**src/ccc_map.vh**
```
// Register map, field positions and timing figures of the control channel
// configuration block. Included by the block's single design file.
// Functional notes
// - Auto-acknowledge bit set: acknowledge regardless of forward lock; clear: follow lock.
// - Control channel watchdog ends transactions that overrun the programmed timeout.
// - Timeout field bits 7:1 counts the watchdog period in 2 ms steps.
// - Watchdog disable bit 0: zero keeps the watchdog on, one turns it off.
// - Pass-all bit 7 forwards every local transaction to the remote serializer.
// - Hold field bits 6:4 delays SDA input against SCL, 50 ns per count.
// - Filter field bits 3:0 sets widest rejected glitch, 5 ns per count.
// - Sequence error in forward channel sets the sticky error flag bit 7.
// - Clear bit 6 held at one clears the flag; software writes it back.
// - SDA output delay field bits 4:3 selects 250, 300, 350 or 400 ns.
// - Local write disable bit 2 blocks remote register writes, not slave access.
// - Speedup bit 1 shortens bus watchdog from about 1 s to 50 us.
// - Watchdog expiry: SDA high means bus free, SDA low drives nine SCL clocks.
// - Bit 0 of the same register disables the bus watchdog.
`ifndef CCC_MAP_VH
`define CCC_MAP_VH
`define CCC_OFF_GEN1 8'h03
`define CCC_OFF_WDOG 8'h04
`define CCC_OFF_CTL1 8'h05
`define CCC_OFF_CTL2 8'h06
`define CCC_GEN1_RST 8'h00
`define CCC_WDOG_RST 8'hfe
`define CCC_CTL1_RST 8'h1e
`define CCC_CTL2_RST 8'h00
`define CCC_AUTOACK_BIT 2
`define CCC_WDDIS_BIT 0
`define CCC_WDTO_HI 7
`define CCC_WDTO_LO 1
`define CCC_PASSALL_BIT 7
`define CCC_HOLD_HI 6
`define CCC_HOLD_LO 4
`define CCC_FILT_HI 3
`define CCC_FILT_LO 0
`define CCC_SEQERR_BIT 7
`define CCC_SEQCLR_BIT 6
`define CCC_SDADLY_HI 4
`define CCC_SDADLY_LO 3
`define CCC_LWD_BIT 2
`define CCC_SPEED_BIT 1
`define CCC_BTDIS_BIT 0
`define CCC_CLK_NS 40
`define CCC_WD_STEP_NS 2000000
`define CCC_HOLD_STEP_NS 50
`define CCC_FILT_STEP_NS 5
`define CCC_SDADLY_BASE_NS 250
`define CCC_SDADLY_STEP_NS 50
`define CCC_BUS_LONG_NS 1000000000
`define CCC_BUS_SHORT_NS 50000
`define CCC_RECOV_HALF_NS 5000
`define CCC_RECOV_CLOCKS 9
`endif

```
**src/ccc_config.v**
```verilog
// Control channel configuration and status logic of the deserializer's I2C slave side.
// Assumes a 25 MHz clk_in, a register port fed by the local serial bus engine,
// and open-drain SCL/SDA resolved outside from the enables.
`timescale 1ns/1ns
`default_nettype none
`include "ccc_map.vh"
module ccc_config #(
   parameter WD_STEP_CYC = `CCC_WD_STEP_NS / `CCC_CLK_NS,
   parameter BUS_LONG_CYC = `CCC_BUS_LONG_NS / `CCC_CLK_NS
) (
   input wire clk_in,
   input wire srst_in,
   input wire [7:0] reg_addr_in,
   input wire [7:0] reg_wdata_in,
   input wire reg_wr_in,
   input wire reg_remote_in,
   output reg [7:0] reg_rdata_out,
   input wire scl_in,
   input wire sda_in,
   input wire link_clk_in,
   input wire link_lock_in,
   input wire link_seq_err_in,
   input wire fwd_match_in,
   input wire chan_done_in,
   input wire sda_drive_req_in,
   output reg ack_enable_out,
   output reg chan_fwd_out,
   output reg chan_abort_out,
   output reg bus_free_out,
   output reg scl_out,
   output reg scl_oe_n_out,
   output reg sda_out,
   output reg sda_oe_n_out
);
   localparam BUS_SHORT_CYC = `CCC_BUS_SHORT_NS / `CCC_CLK_NS;
   localparam RECOV_HALF_CYC = `CCC_RECOV_HALF_NS / `CCC_CLK_NS;
   localparam [4:0] RECOV_EDGES = 2 * `CCC_RECOV_CLOCKS;
   localparam ST_IDLE = 3'b001;
   localparam ST_BUSY = 3'b010;
   localparam ST_RECOV = 3'b100;

   // Least time in ns to whole cycles, never under one
   function [7:0] ns_cycles;
      input [31:0] ns;
      reg [31:0] c;
      begin
         c = (ns + `CCC_CLK_NS - 1) / `CCC_CLK_NS;
         if (c == 32'h0)
            c = 32'h1;
         ns_cycles = c[7:0];
      end
   endfunction

   reg [7:0] gen1;
   reg [7:0] wdog;
   reg [7:0] ctl1;
   reg [7:0] ctl2;
   reg [2:0] scl_s, sda_s, lclk_s, lock_s, serr_s;
   reg [1:0] filt;
   reg [7:0] filt_cnt0, filt_cnt1;
   reg [15:0] sda_line;
   reg sda_held, scl_prev, sda_prev, lclk_prev;
   reg [2:0] chan_st;
   reg [31:0] step_cnt;
   reg [6:0] wd_steps;
   reg [31:0] idle_cnt;
   reg [31:0] half_cnt;
   reg [4:0] edges;
   reg [15:0] drv_line;
   reg lock_q;
   wire wr_ok = reg_wr_in & ~(reg_remote_in & ctl2[`CCC_LWD_BIT]);
   wire [7:0] filt_n = ns_cycles(ctl1[`CCC_FILT_HI:`CCC_FILT_LO] * `CCC_FILT_STEP_NS);
   wire [2:0] hold_f = ctl1[`CCC_HOLD_HI:`CCC_HOLD_LO];
   wire [7:0] hold_n = ns_cycles(hold_f * `CCC_HOLD_STEP_NS);
   wire [1:0] dly_f = ctl2[`CCC_SDADLY_HI:`CCC_SDADLY_LO];
   wire [7:0] dly_n = ns_cycles(`CCC_SDADLY_BASE_NS + dly_f * `CCC_SDADLY_STEP_NS);
   wire sda_now = (hold_f == 3'h0) ? filt[1] : sda_line[hold_n[3:0] - 4'h1];
   wire scl_now = filt[0];
   wire start_det = scl_now & scl_prev & sda_prev & ~sda_now;
   wire stop_det = scl_now & scl_prev & ~sda_prev & sda_now;
   wire bus_act = (scl_now != scl_prev) | (sda_now != sda_prev);
   wire [31:0] bus_lim = ctl2[`CCC_SPEED_BIT] ? BUS_SHORT_CYC : BUS_LONG_CYC;
   wire lclk_rise = lclk_s[2] & lclk_s[1] & ~lclk_prev;

   // Registers and the sticky sequence error flag
   always @(posedge clk_in) begin
      if (srst_in) begin
         gen1 <= `CCC_GEN1_RST;
         wdog <= `CCC_WDOG_RST;
         ctl1 <= `CCC_CTL1_RST;
         ctl2 <= `CCC_CTL2_RST;
         reg_rdata_out <= 8'h00;
      end else begin
         if (wr_ok && reg_addr_in == `CCC_OFF_GEN1)
            gen1[`CCC_AUTOACK_BIT] <= reg_wdata_in[`CCC_AUTOACK_BIT];
         if (wr_ok && reg_addr_in == `CCC_OFF_WDOG)
            wdog <= reg_wdata_in;
         if (wr_ok && reg_addr_in == `CCC_OFF_CTL1)
            ctl1 <= reg_wdata_in;
         if (wr_ok && reg_addr_in == `CCC_OFF_CTL2)
            ctl2[`CCC_SEQCLR_BIT:0] <= reg_wdata_in[`CCC_SEQCLR_BIT:0] & 7'h5f;
         // Set beats clear in the same cycle
         if (lclk_rise && lock_q && serr_s[2] == serr_s[1] && serr_s[2]) begin
            ctl2[`CCC_SEQERR_BIT] <= 1'b1;
         end else if (ctl2[`CCC_SEQCLR_BIT]) begin
            ctl2[`CCC_SEQERR_BIT] <= 1'b0;
         end
         case (reg_addr_in)
            `CCC_OFF_GEN1: reg_rdata_out <= gen1;
            `CCC_OFF_WDOG: reg_rdata_out <= wdog;
            `CCC_OFF_CTL1: reg_rdata_out <= ctl1;
            `CCC_OFF_CTL2: reg_rdata_out <= ctl2;
            default: reg_rdata_out <= 8'h00;
         endcase
      end
   end

   // Pin synchronisers; a change counts once stages two and three agree
   always @(posedge clk_in) begin
      if (srst_in) begin
         scl_s <= 3'h7;
         sda_s <= 3'h7;
         lclk_s <= 3'h0;
         lock_s <= 3'h0;
         serr_s <= 3'h0;
         lclk_prev <= 1'b0;
         lock_q <= 1'b0;
         ack_enable_out <= 1'b0;
      end else begin
         scl_s <= {scl_s[1:0], scl_in};
         sda_s <= {sda_s[1:0], sda_in};
         lclk_s <= {lclk_s[1:0], link_clk_in};
         lock_s <= {lock_s[1:0], link_lock_in};
         serr_s <= {serr_s[1:0], link_seq_err_in};
         if (lclk_s[2] == lclk_s[1])
            lclk_prev <= lclk_s[2];
         if (lock_s[2] == lock_s[1])
            lock_q <= lock_s[2];
         ack_enable_out <= gen1[`CCC_AUTOACK_BIT] | lock_q;
      end
   end

   // Glitch filter, then SDA hold delay line
   always @(posedge clk_in) begin
      if (srst_in) begin
         filt <= 2'h3;
         filt_cnt0 <= 8'h00;
         filt_cnt1 <= 8'h00;
         sda_line <= 16'hffff;
         scl_prev <= 1'b1;
         sda_prev <= 1'b1;
      end else begin
         // Input must stay changed for the full depth before it is taken
         if (scl_s[2] != scl_s[1] || scl_s[2] == filt[0])
            filt_cnt0 <= 8'h00;
         else if (filt_cnt0 + 8'h01 >= filt_n) begin
            filt[0] <= scl_s[2];
            filt_cnt0 <= 8'h00;
         end else
            filt_cnt0 <= filt_cnt0 + 8'h01;
         if (sda_s[2] != sda_s[1] || sda_s[2] == filt[1])
            filt_cnt1 <= 8'h00;
         else if (filt_cnt1 + 8'h01 >= filt_n) begin
            filt[1] <= sda_s[2];
            filt_cnt1 <= 8'h00;
         end else
            filt_cnt1 <= filt_cnt1 + 8'h01;
         sda_line <= {sda_line[14:0], filt[1]};
         scl_prev <= scl_now;
         sda_prev <= sda_now;
      end
   end

   // Control channel transaction and its watchdog
   always @(posedge clk_in) begin
      if (srst_in) begin
         chan_st <= ST_IDLE;
         chan_fwd_out <= 1'b0;
         chan_abort_out <= 1'b0;
         step_cnt <= 32'h0;
         wd_steps <= 7'h00;
      end else begin
         chan_abort_out <= 1'b0;
         case (chan_st)
            ST_IDLE: begin
               step_cnt <= 32'h0;
               wd_steps <= 7'h00;
               if (start_det && (ctl1[`CCC_PASSALL_BIT] || fwd_match_in)) begin
                  chan_st <= ST_BUSY;
                  chan_fwd_out <= 1'b1;
               end
            end
            ST_BUSY: begin
               if (stop_det || chan_done_in) begin
                  chan_st <= ST_IDLE;
                  chan_fwd_out <= 1'b0;
               end else if (!wdog[`CCC_WDDIS_BIT] &&
                            wd_steps >= wdog[`CCC_WDTO_HI:`CCC_WDTO_LO]) begin
                  chan_st <= ST_IDLE;
                  chan_fwd_out <= 1'b0;
                  chan_abort_out <= 1'b1;
               end else if (step_cnt >= WD_STEP_CYC - 1) begin
                  step_cnt <= 32'h0;
                  wd_steps <= wd_steps + 7'h01;
               end else
                  step_cnt <= step_cnt + 32'h1;
            end
            default: chan_st <= ST_IDLE;
         endcase
      end
   end

   // Bus watchdog and nine-clock recovery
   always @(posedge clk_in) begin
      if (srst_in) begin
         idle_cnt <= 32'h0;
         half_cnt <= 32'h0;
         edges <= 5'h00;
         bus_free_out <= 1'b0;
         scl_out <= 1'b0;
         scl_oe_n_out <= 1'b1;
      end else if (edges != 5'h00) begin
         // The idle count is held at zero while own SCL pulses run
         idle_cnt <= 32'h0;
         if (half_cnt >= RECOV_HALF_CYC - 1) begin
            half_cnt <= 32'h0;
            edges <= edges - 5'h01;
            // Odd count left opens a low half; the final half leaves SCL released
            scl_oe_n_out <= ~edges[0] | (edges == 5'h01);
         end else
            half_cnt <= half_cnt + 32'h1;
      end else begin
         scl_oe_n_out <= 1'b1;
         if (ctl2[`CCC_BTDIS_BIT] || bus_act) begin
            idle_cnt <= 32'h0;
            bus_free_out <= 1'b0;
         end else if (idle_cnt >= bus_lim - 1) begin
            idle_cnt <= 32'h0;
            if (sda_now)
               bus_free_out <= 1'b1;
            else begin
               edges <= RECOV_EDGES;
               scl_oe_n_out <= 1'b0;
            end
         end else
            idle_cnt <= idle_cnt + 32'h1;
      end
   end

   // SDA output drive request, delayed
   always @(posedge clk_in) begin
      if (srst_in) begin
         drv_line <= 16'h0000;
         sda_out <= 1'b0;
         sda_oe_n_out <= 1'b1;
      end else begin
         drv_line <= {drv_line[14:0], sda_drive_req_in};
         sda_oe_n_out <= ~drv_line[dly_n[3:0] - 4'h2];
      end
   end
endmodule
`default_nettype wire

```
**config.mk**
```make
export PLATFORM = sky130hd
export DESIGN_NAME = ccc_config
export DESIGN_NICKNAME = d
export VERILOG_FILES = /design/src/ccc_config.v
export VERILOG_INCLUDE_DIRS = /design/src
export SDC_FILE = /design/constraint.sdc
export NUM_CORES = 1
export LEC_CHECK = 0
export BUFFER_PORTS_ARGS = -buffer_cell sky130_fd_sc_hd__buf_2
export CAP_MARGIN = 20
export CORE_UTILIZATION = 55
export DETAILED_ROUTE_END_ITERATION = 10
export PLACE_DENSITY = 0.71
export SLEW_MARGIN = 40
export SYNTH_ARGS = -nofsm -noshare
export SYNTH_HDL_FRONTEND = slang
export SYNTH_SLANG_ARGS = --single-unit
export TNS_END_PERCENT = 1
```
**constraint.sdc**
```tcl
create_clock -name clk_in -period 8.2 [get_ports clk_in]
set_input_delay 0.82 -clock clk_in [delete_from_list [all_inputs] [get_ports clk_in]]
set_output_delay 0.82 -clock clk_in [all_outputs]
set_load 0.01 [all_outputs]
```
==> insert_results.sql, run 1 <==
INSERT INTO impl_metrics (metric_group, metric, value, unit) VALUES
('status', 'result_of_the_run', 'completed', ''),
('routing', 'routed_wl', '24470', 'um'),
('die', 'floorplan.initialDensity', '56.15', '%'),
('setup_path', 'worstPathRequired', '8640', 'ps'),
('yosys', 'synth_seq_cells', '217', ''),
('setup_path', 'timing.critical_path.arrival', '8170', 'ps'),
('die', 'die_boundary_height', '145.7', 'um'),
('hold_path', 'min-delay-path-class', 'register to register', ''),
('clock_tree', 'cts_buffer_depth', '3', ''),
('die', 'num_rows', '52', ''),
('setup_path', 'timing.critical_path.from_type', 'register', ''),
('setup_path', 'crit_path_top_delay_cell', 'or4_1', ''),
('yosys', 'yosys.cell_count.top_type', 'dfxtp_1', ''),
('yosys', 'netlist.area_leader.share', '38.23', '%'),
('placed_design', 'final_gp_congestion', '0.9078', ''),
('die', 'die_w', '145.7', 'um'),
('routing', 'post-route-drc-count', '0', ''),
('yosys', 'yosys_most_used_dff', 'dfxtp_1', ''),
('yosys', 'postSynthCellCount', '1284', ''),
('timing', 'worstMarginPinSlew', '850.6', 'ps'),
('placed_design', 'place.detailed.hpwl', '17090', 'um'),
('clock_tree', 'cts_hold_buf', '0', ''),
('timing', 'clock_skew', '9.861', 'ps'),
('clock_tree', 'cts-htree-levels', '1', ''),
('grt', 'largest_net_degree_at_the_start_of_global_routing', '94', ''),
('clock_tree', 'clkLatencyLatePin', '520', 'ps'),
('yosys', 'postSynthAreaPerCell', '8.849', 'sq um'),
('timing', 'drv_slew', '0', ''),
('routing', 'dr_total_vias', '9304', ''),
('routing', 'route.antenna.remaining_nets', '0', ''),
('setup_path', 'cp-end-kind', 'register', ''),
('power', 'power.static_leakage', '0.005354', 'uW'),
('setup_path', 'timing.setup.critical_path_class', 'register to register', ''),
('timing', 'timing.fmax', '129.4', 'MHz'),
('yosys', 'yosys-top-cells-count', '217 x dfxtp_1, 124 x nor2_1, 105 x nand2_1', ''),
('grt', 'gr-total-overflow', '0', ''),
('die', 'design.core.area', '20230', 'sq um'),
('routing', 'firstDrtPassIters', '6', ''),
('grt', 'grt_antenna_before_repair', '0', ''),
('finish', 'final_net_count', '1436', ''),
('die', 'die-area', '21240', 'sq um'),
('timing', 'max_slew_margin', '42.55', '%'),
('placed_design', 'port_buffers', '41', ''),
('timing', 'final_hold_viol_count', '0', ''),
('grt', 'grt_pass1_wl', '41120', 'um'),
('setup_path', 'timing.critical_path.mode_cell', 'ha_1', ''),
('finish', 'finish.instance_area', '12770', 'sq um'),
('yosys', 'synth.top_cells.by_area', 'dfxtp_1 38%, ha_1 8.1%, nor2_1 4.1%', ''),
('yosys', 'biggest_area_consumer_among_synthesized_cells', 'dfxtp_1', ''),
('timing', 'grt_setup_unrepaired', 'no', ''),
('grt', 'first_global_vias', '8554', ''),
('timing', 'timing.final.setup_violations', '0', ''),
('timing', 'timing.final.crit_period', '7731', 'ps'),
('yosys', 'synth.yosys.seq_area_share', '38.23', '%'),
('routing', 'wl_per_cell', '15.09', 'um'),
('power', 'areal_power_density_over_the_cells', '216.2', 'nW/um^2'),
('finish', 'antenna_cells', '0', ''),
('placed_design', 'placed_cell_area', '11790', 'sq um'),
('clock_tree', 'ctsRootBufferMaster', 'clkbuf_16', ''),
('finish', 'area_growth_syn_to_layout', '12.43', '%'),
('routing', 'drt_first_iter_violations', '596', ''),
('clock_tree', 'numCtsBuffers', '25', ''),
('grt', 'global_route.usage.total', '22.85', '%'),
('clock_tree', 'clkSinkCount', '217', ''),
('finish', 'drive_gt1_share', '13.76', '%'),
('setup_path', 'path_max_fanout', '13', ''),
('yosys', 'postSynth.asyncResetShare', '0', '%'),
('job', 'maxCapViolations', '0', ''),
('power', 'vdd_drop_max', '0.1882', 'mV'),
('clock_tree', 'cts.clk_slew.worst_paths', '60', 'ps'),
('yosys', 'yosys_warnings', '0', ''),
('timing', 'finalSetupTns', '0', 'ps'),
('yosys', 'synthesized_area', '11360', 'sq um'),
('setup_path', 'max_stage_delay', '540', 'ps'),
('yosys', 'synth-edff-count', '0', ''),
('routing', 'post_drt_via_cell_ratio', '5.736', ''),
('clock_tree', 'tritoncts_clock_tree', 'yes', ''),
('die', 'boundaryPins', '44', ''),
('yosys', 'synth_cell_types', '105', ''),
('timing', 'final.period_utilization', '94.27', '%');
-- metrics by stage --
step | power [uW] | setup WS, ps | hold slack [ps] | util (%) | std cells
after floorplan | 1500 | 979.5 | 388.4 | - | 1301
after global placement | 1577 | 506.2 | 394.8 | 58.22 | 1574
after detailed placement | 1583 | 186.8 | 396.1 | 58.28 | 1574
after CTS | 2773 | 156.2 | 410.2 | 62.73 | 1620
after global routing | 2887 | 10.03 | 421.6 | 63.13 | 1622
final | 2762 | 469.5 | 410.7 | 63.13 | 1622
-- worst paths after layout --
path	startpoint	endpoint	depth (start not counted)	slack, ps
setup reg to reg	ctl1[5]	step_cnt[6]	28	470
hold / removal	sda_s[0]	sda_s[1]	1	410
setup / recovery	ctl1[5]	step_cnt[6]	28	470
hold reg to reg	sda_s[0]	sda_s[1]	1	410
-- repair_timing --
| action | 4_1_cts | 5_1_grt |
|---|---|---|
| endpoints found under the setup margin | 0 | 73 |
| hold endpoints to repair | 0 | 0 |
| resized for setup | 0 | 11 |
| buffers inserted | 0 | 1 |
-- sequential cells by signal, indices dropped and copies added, names as in the netlist, 8 cells and up --
signal,flops
half_cnt,32
wdog,8
filt_cnt1,8
step_cnt,32
reg_rdata_out,8
sda_line,16
idle_cnt,32
filt_cnt0,8
ctl1,8
drv_line,16
-- cells by family (layout without fill, tap and decap cells) --
group | Yosys count | in the layout | synth area share, %
AOI/OAI and AO/OA | 284 | 285 | 18.20
other | 1 | 18 | 0.03300
xor gates and xnor gates | 36 | 36 | 2.841
DFF | 217 | 217 | 38.23
muxes | 19 | 19 | 2.467
buffers and inverters | 103 | 153 | 4.174
adders and majority gates | 76 | 76 | 8.413
and+or+nand+nor | 548 | 548 | 25.64
-- routing by layer --
metal / global-route usage, % / up-vias / wire length (um) / part of all wire (%)
li1: - / 4742 / - / -
met3: 3.072 / 35 / 1031 / 4.2
met5: 0 / - / 0 / 0
met4: 6.421 / 0 / 487 / 2.0
met1: 31.68 / 4313 / 11800 / 48
met2: 37.18 / 214 / 11160 / 46
-- worst max-delay path, delay by kind of cell, from the launching register on --
kind / cells / cell delay, ps
simple gates: 7 / 1720
fa+ha+maj: 4 / 1180
mux: 1 / 520
flops: 1 / 410
buf+inv: 4 / 580
compound gates: 12 / 3210
-- power by group --
part	internal (uW)	switching (uW)	total [uW]
clock	746	441	1190
sequential	1090	29.4	1120
combinational	149	305	455
-- layout by cell type, fill, tap and decap left out, types with 9 or more instances in the layout --
master / count
a211oi_1: 9
a21o_1: 15
a21oi_1: 69
a31oi_1: 10
and3_1: 51
buf_2: 41
buf_4: 10
clkbuf_16: 25
conb_1: 18
dfxtp_1: 216
ha_1: 73
inv_1: 53
mux2i_1: 10
nand2_1: 105
nand2b_1: 13
nand3_1: 50
nand4_1: 18
nor2_1: 124
nor2b_1: 40
nor3_1: 29
nor4_1: 16
o211ai_1: 15
o21a_1: 15
o21ai_0: 35
or2_2: 28
or3_1: 10
or4_1: 12
xnor2_1: 17
xor2_1: 17
-- final cells by class --
cell class,instances,area [sq um]
fill,1749,7460
sequential,217,4345
multi-input combinational,982,6689
tap,270,337.8
clock buffer,35,723.2
timing repair buffer,52,291.5
inverter,55,211.5
clock inverter,11,176.4
(Power assumes the default switching activity.)
==> run 2: changes to the inputs <==
Settings changed: ABC_AREA set to 1.
==> insert_results.sql, run 2 <==
INSERT INTO impl_metrics (metric_group, metric, value, unit) VALUES
('yosys', 'synth_seq_cells', '217', ''),
('finish', 'area_growth_syn_to_layout', '11.09', '%'),
('die', 'die-area', '21280', 'sq um'),
('clock_tree', 'cts.clk_slew.worst_paths', '60', 'ps'),
('clock_tree', 'numCtsBuffers', '24', ''),
('timing', 'finalSetupTns', '0', 'ps'),
('hold_path', 'hold_start', 'lock_s[0]', ''),
('setup_path', 'reg2reg_from', 'ctl1[5]', ''),
('setup_path', 'slack_of_the_worst_reg_to_reg_path', '1740', 'ps'),
('finish', 'layout_commonest_cell', 'nand2_1', ''),
('grt', 'global_route.usage.total', '22.10', '%'),
('clock_tree', 'clkSinkCount', '217', ''),
('placed_design', 'place.detailed.hpwl', '16590', 'um'),
('timing', 'final.period_utilization', '78.82', '%'),
('placed_design', 'final_gp_congestion', '0.8512', ''),
('yosys', 'synth_cell_types', '61', ''),
('die', 'num_rows', '52', ''),
('timing', 'final_hold_viol_count', '0', ''),
('finish', 'highest_count_cells_in_the_layout_ignoring_fill_and_taps', '266 x nand2_1, 217 x dfxtp_1, 186 x nor2_1, 175 x inv_1, 85 x nand3_1', ''),
('finish', 'drive_gt1_share', '13.47', '%'),
('clock_tree', 'cts_hold_buf', '0', ''),
('setup_path', 'timing.critical_path.to', 'step_cnt[1]', ''),
('yosys', 'synth.yosys.seq_area_share', '38.16', '%'),
('routing', 'wl_per_cell', '12.64', 'um'),
('clock_tree', 'cts_setup_buffers', '0', ''),
('routing', 'routed_wl', '23210', 'um'),
('setup_path', 'crit_path_top_delay_cell', 'dfxtp_1', ''),
('yosys', 'yosys.cell_count.top_type', 'nand2_1', ''),
('die', 'boundaryPins', '44', ''),
('die', 'die_boundary_height', '145.9', 'um'),
('clock_tree', 'cts_buffer_depth', '3', ''),
('finish', 'finish.cell_count_without_fillers', '1837', ''),
('job', 'maxCapViolations', '0', ''),
('setup_path', 'timing.rr.end', 'step_cnt[1]', ''),
('finish', 'final_net_count', '1653', ''),
('yosys', 'synth.top_cells.by_area', 'dfxtp_1 38%, nand2_1 8.8%, ha_1 8.2%', ''),
('power', 'vdd_drop_max', '0.2036', 'mV'),
('placed_design', 'placed_cell_area', '11820', 'sq um'),
('clock_tree', 'tritoncts_clock_tree', 'yes', ''),
('routing', 'drt_first_iter_violations', '487', ''),
('setup_path', 'worst_setup_path_startpoint', 'ctl1[5]', ''),
('die', 'design.core.area', '20230', 'sq um'),
('yosys', 'netlist.area_leader.share', '38.16', '%'),
('grt', 'grt_pass1_wl', '39920', 'um'),
('setup_path', 'timing.setup.critical_path_class', 'register to register', ''),
('clock_tree', 'cts_resized', '0', ''),
('setup_path', 'timing.critical_path.mode_cell', 'nand2_2', ''),
('routing', 'post_drt_via_cell_ratio', '5.185', ''),
('routing', 'firstDrtPassIters', '5', ''),
('finish', 'finish.instance_area', '12650', 'sq um'),
('clock_tree', 'ctsRootBufferMaster', 'clkbuf_16', ''),
('timing', 'worstMarginPinSlew', '773.0', 'ps'),
('routing', 'dr_total_vias', '9524', ''),
('die', 'die_w', '145.9', 'um'),
('die', 'floorplan.initialDensity', '56.26', '%'),
('hold_path', 'min-delay-path-class', 'register to register', ''),
('placed_design', 'place.detailed.instances', '1793', ''),
('timing', 'clock_skew', '8.611', 'ps'),
('clock_tree', 'clkLatencyLatePin', '510', 'ps'),
('yosys', 'yosys_most_used_dff', 'dfxtp_1', ''),
('timing', 'max_slew_margin', '48.41', '%'),
('timing', 'layout_setup_ws', '1737', 'ps'),
('yosys', 'postSynthAreaPerCell', '7.585', 'sq um'),
('timing', 'timing.final.crit_period', '6463', 'ps'),
('timing', 'timing.final.setup_violations', '0', ''),
('setup_path', 'worstPathRequired', '8600', 'ps'),
('clock_tree', 'cts-htree-levels', '1', ''),
('finish', 'fillerInstances', '1810', ''),
('grt', 'first_global_vias', '8844', ''),
('yosys', 'synth-edff-count', '0', ''),
('routing', 'route.antenna.remaining_nets', '0', ''),
('power', 'areal_power_density_over_the_cells', '212.8', 'nW/um^2'),
('finish', 'top_regs', 'half_cnt (32), idle_cnt (32), step_cnt (32)', ''),
('grt', 'gr-total-overflow', '0', ''),
('yosys', 'postSynthCellCount', '1501', ''),
('timing', 'timing.fmax', '154.7', 'MHz'),
('yosys', 'yosys-top-cells-count', '266 x nand2_1, 217 x dfxtp_1, 188 x nor2_1', ''),
('setup_path', 'timing.critical_path.arrival', '6860', 'ps'),
('setup_path', 'ff2ff_path_depth', '44', ''),
('yosys', 'biggest_area_consumer_among_synthesized_cells', 'dfxtp_1', ''),
('timing', 'drv_slew', '0', ''),
('yosys', 'yosys_warnings', '0', ''),
('yosys', 'postSynth.asyncResetShare', '0', '%'),
('yosys', 'synthesized_area', '11380', 'sq um'),
('placed_design', 'pre_cts_worst_setup_slack', '1796', 'ps'),
('setup_path', 'timing.critical_path.from_type', 'register', ''),
('setup_path', 'max_stage_delay', '380', 'ps'),
('power', 'power.static_leakage', '0.005495', 'uW'),
('grt', 'grt_antenna_before_repair', '1', ''),
('power', 'report.power.total', '2692', 'uW'),
('routing', 'post-route-drc-count', '0', ''),
('setup_path', 'path_max_fanout', '34', ''),
('setup_path', 'cp-end-kind', 'register', ''),
('timing', 'grt_setup_unrepaired', 'no', ''),
('status', 'result_of_the_run', 'completed', ''),
('grt', 'largest_net_degree_at_the_start_of_global_routing', '74', ''),
('placed_design', 'port_buffers', '41', '');
run 2: cell families after synthesis:
logic type,synth area share [%]
other cells,0.03294
simple gates,31.04
flops,38.16
buf+inv,8.254
fa+ha+maj,8.419
compound gates,11.10
xor+xnor,3.000
run 2: critical path: cells and delay by family (launching register included):
family | cells | cell delay (ps)
flip-flops | 1 | 380
AO/OA/AOI/OAI | 3 | 590
adder cells (fa/ha/maj) | 5 | 1330
buffers and inverters | 7 | 640
AND/OR/NAND/NOR | 29 | 3370
run 2: metrics by stage:
| stage | utilization [%] | hold WS, ps |
|---|---|---|
| floorplan | - | 388.3 |
| global placement | 58.43 | 394.9 |
| detailed placement | 58.43 | 394.6 |
| CTS | 62.47 | 403.0 |
| global route | 62.50 | 412.9 |
| finish | 62.50 | 403.6 |
run 2: power breakdown:
group	internal [uW]	switching, uW
clock	671	420
combinational	136	345
sequential	1090	28.6
total	1900	793
run 2: routing by layer:
| metal | wire length (um) | global-route usage, % | vias up | share of wire [%] |
|---|---|---|---|---|
| li1 | - | - | 5019 | - |
| met1 | 11020 | 28.62 | 4299 | 47 |
| met2 | 10800 | 37.99 | 170 | 47 |
| met3 | 950 | 3.292 | 36 | 4.1 |
| met4 | 442 | 6.474 | 0 | 1.9 |
| met5 | 0 | 0 | - | 0 |
run 2: layout make-up:
cell class,instances,area (sq um),share of cell area [%]
clock inverter,9,97.59,0.7717
timing repair buffer,47,252.7,1.998
clock buffer,34,719.4,5.689
sequential,217,4344,34.35
tap,270,337.8,2.671
multi-input combinational,1069,6172,48.80
antenna,1,2.502,0.01979
inverter,190,720.7,5.698
run 2: worst min path at each step:
stage	to	slack (ps)	cells after the start
after floorplan	lclk_s[1]	390	2
after global placement	lock_s[1]	390	2
after detailed placement	lock_s[1]	390	2
after CTS	lock_s[1]	400	2
after global routing	lock_s[1]	410	2
final	lock_s[1]	400	2
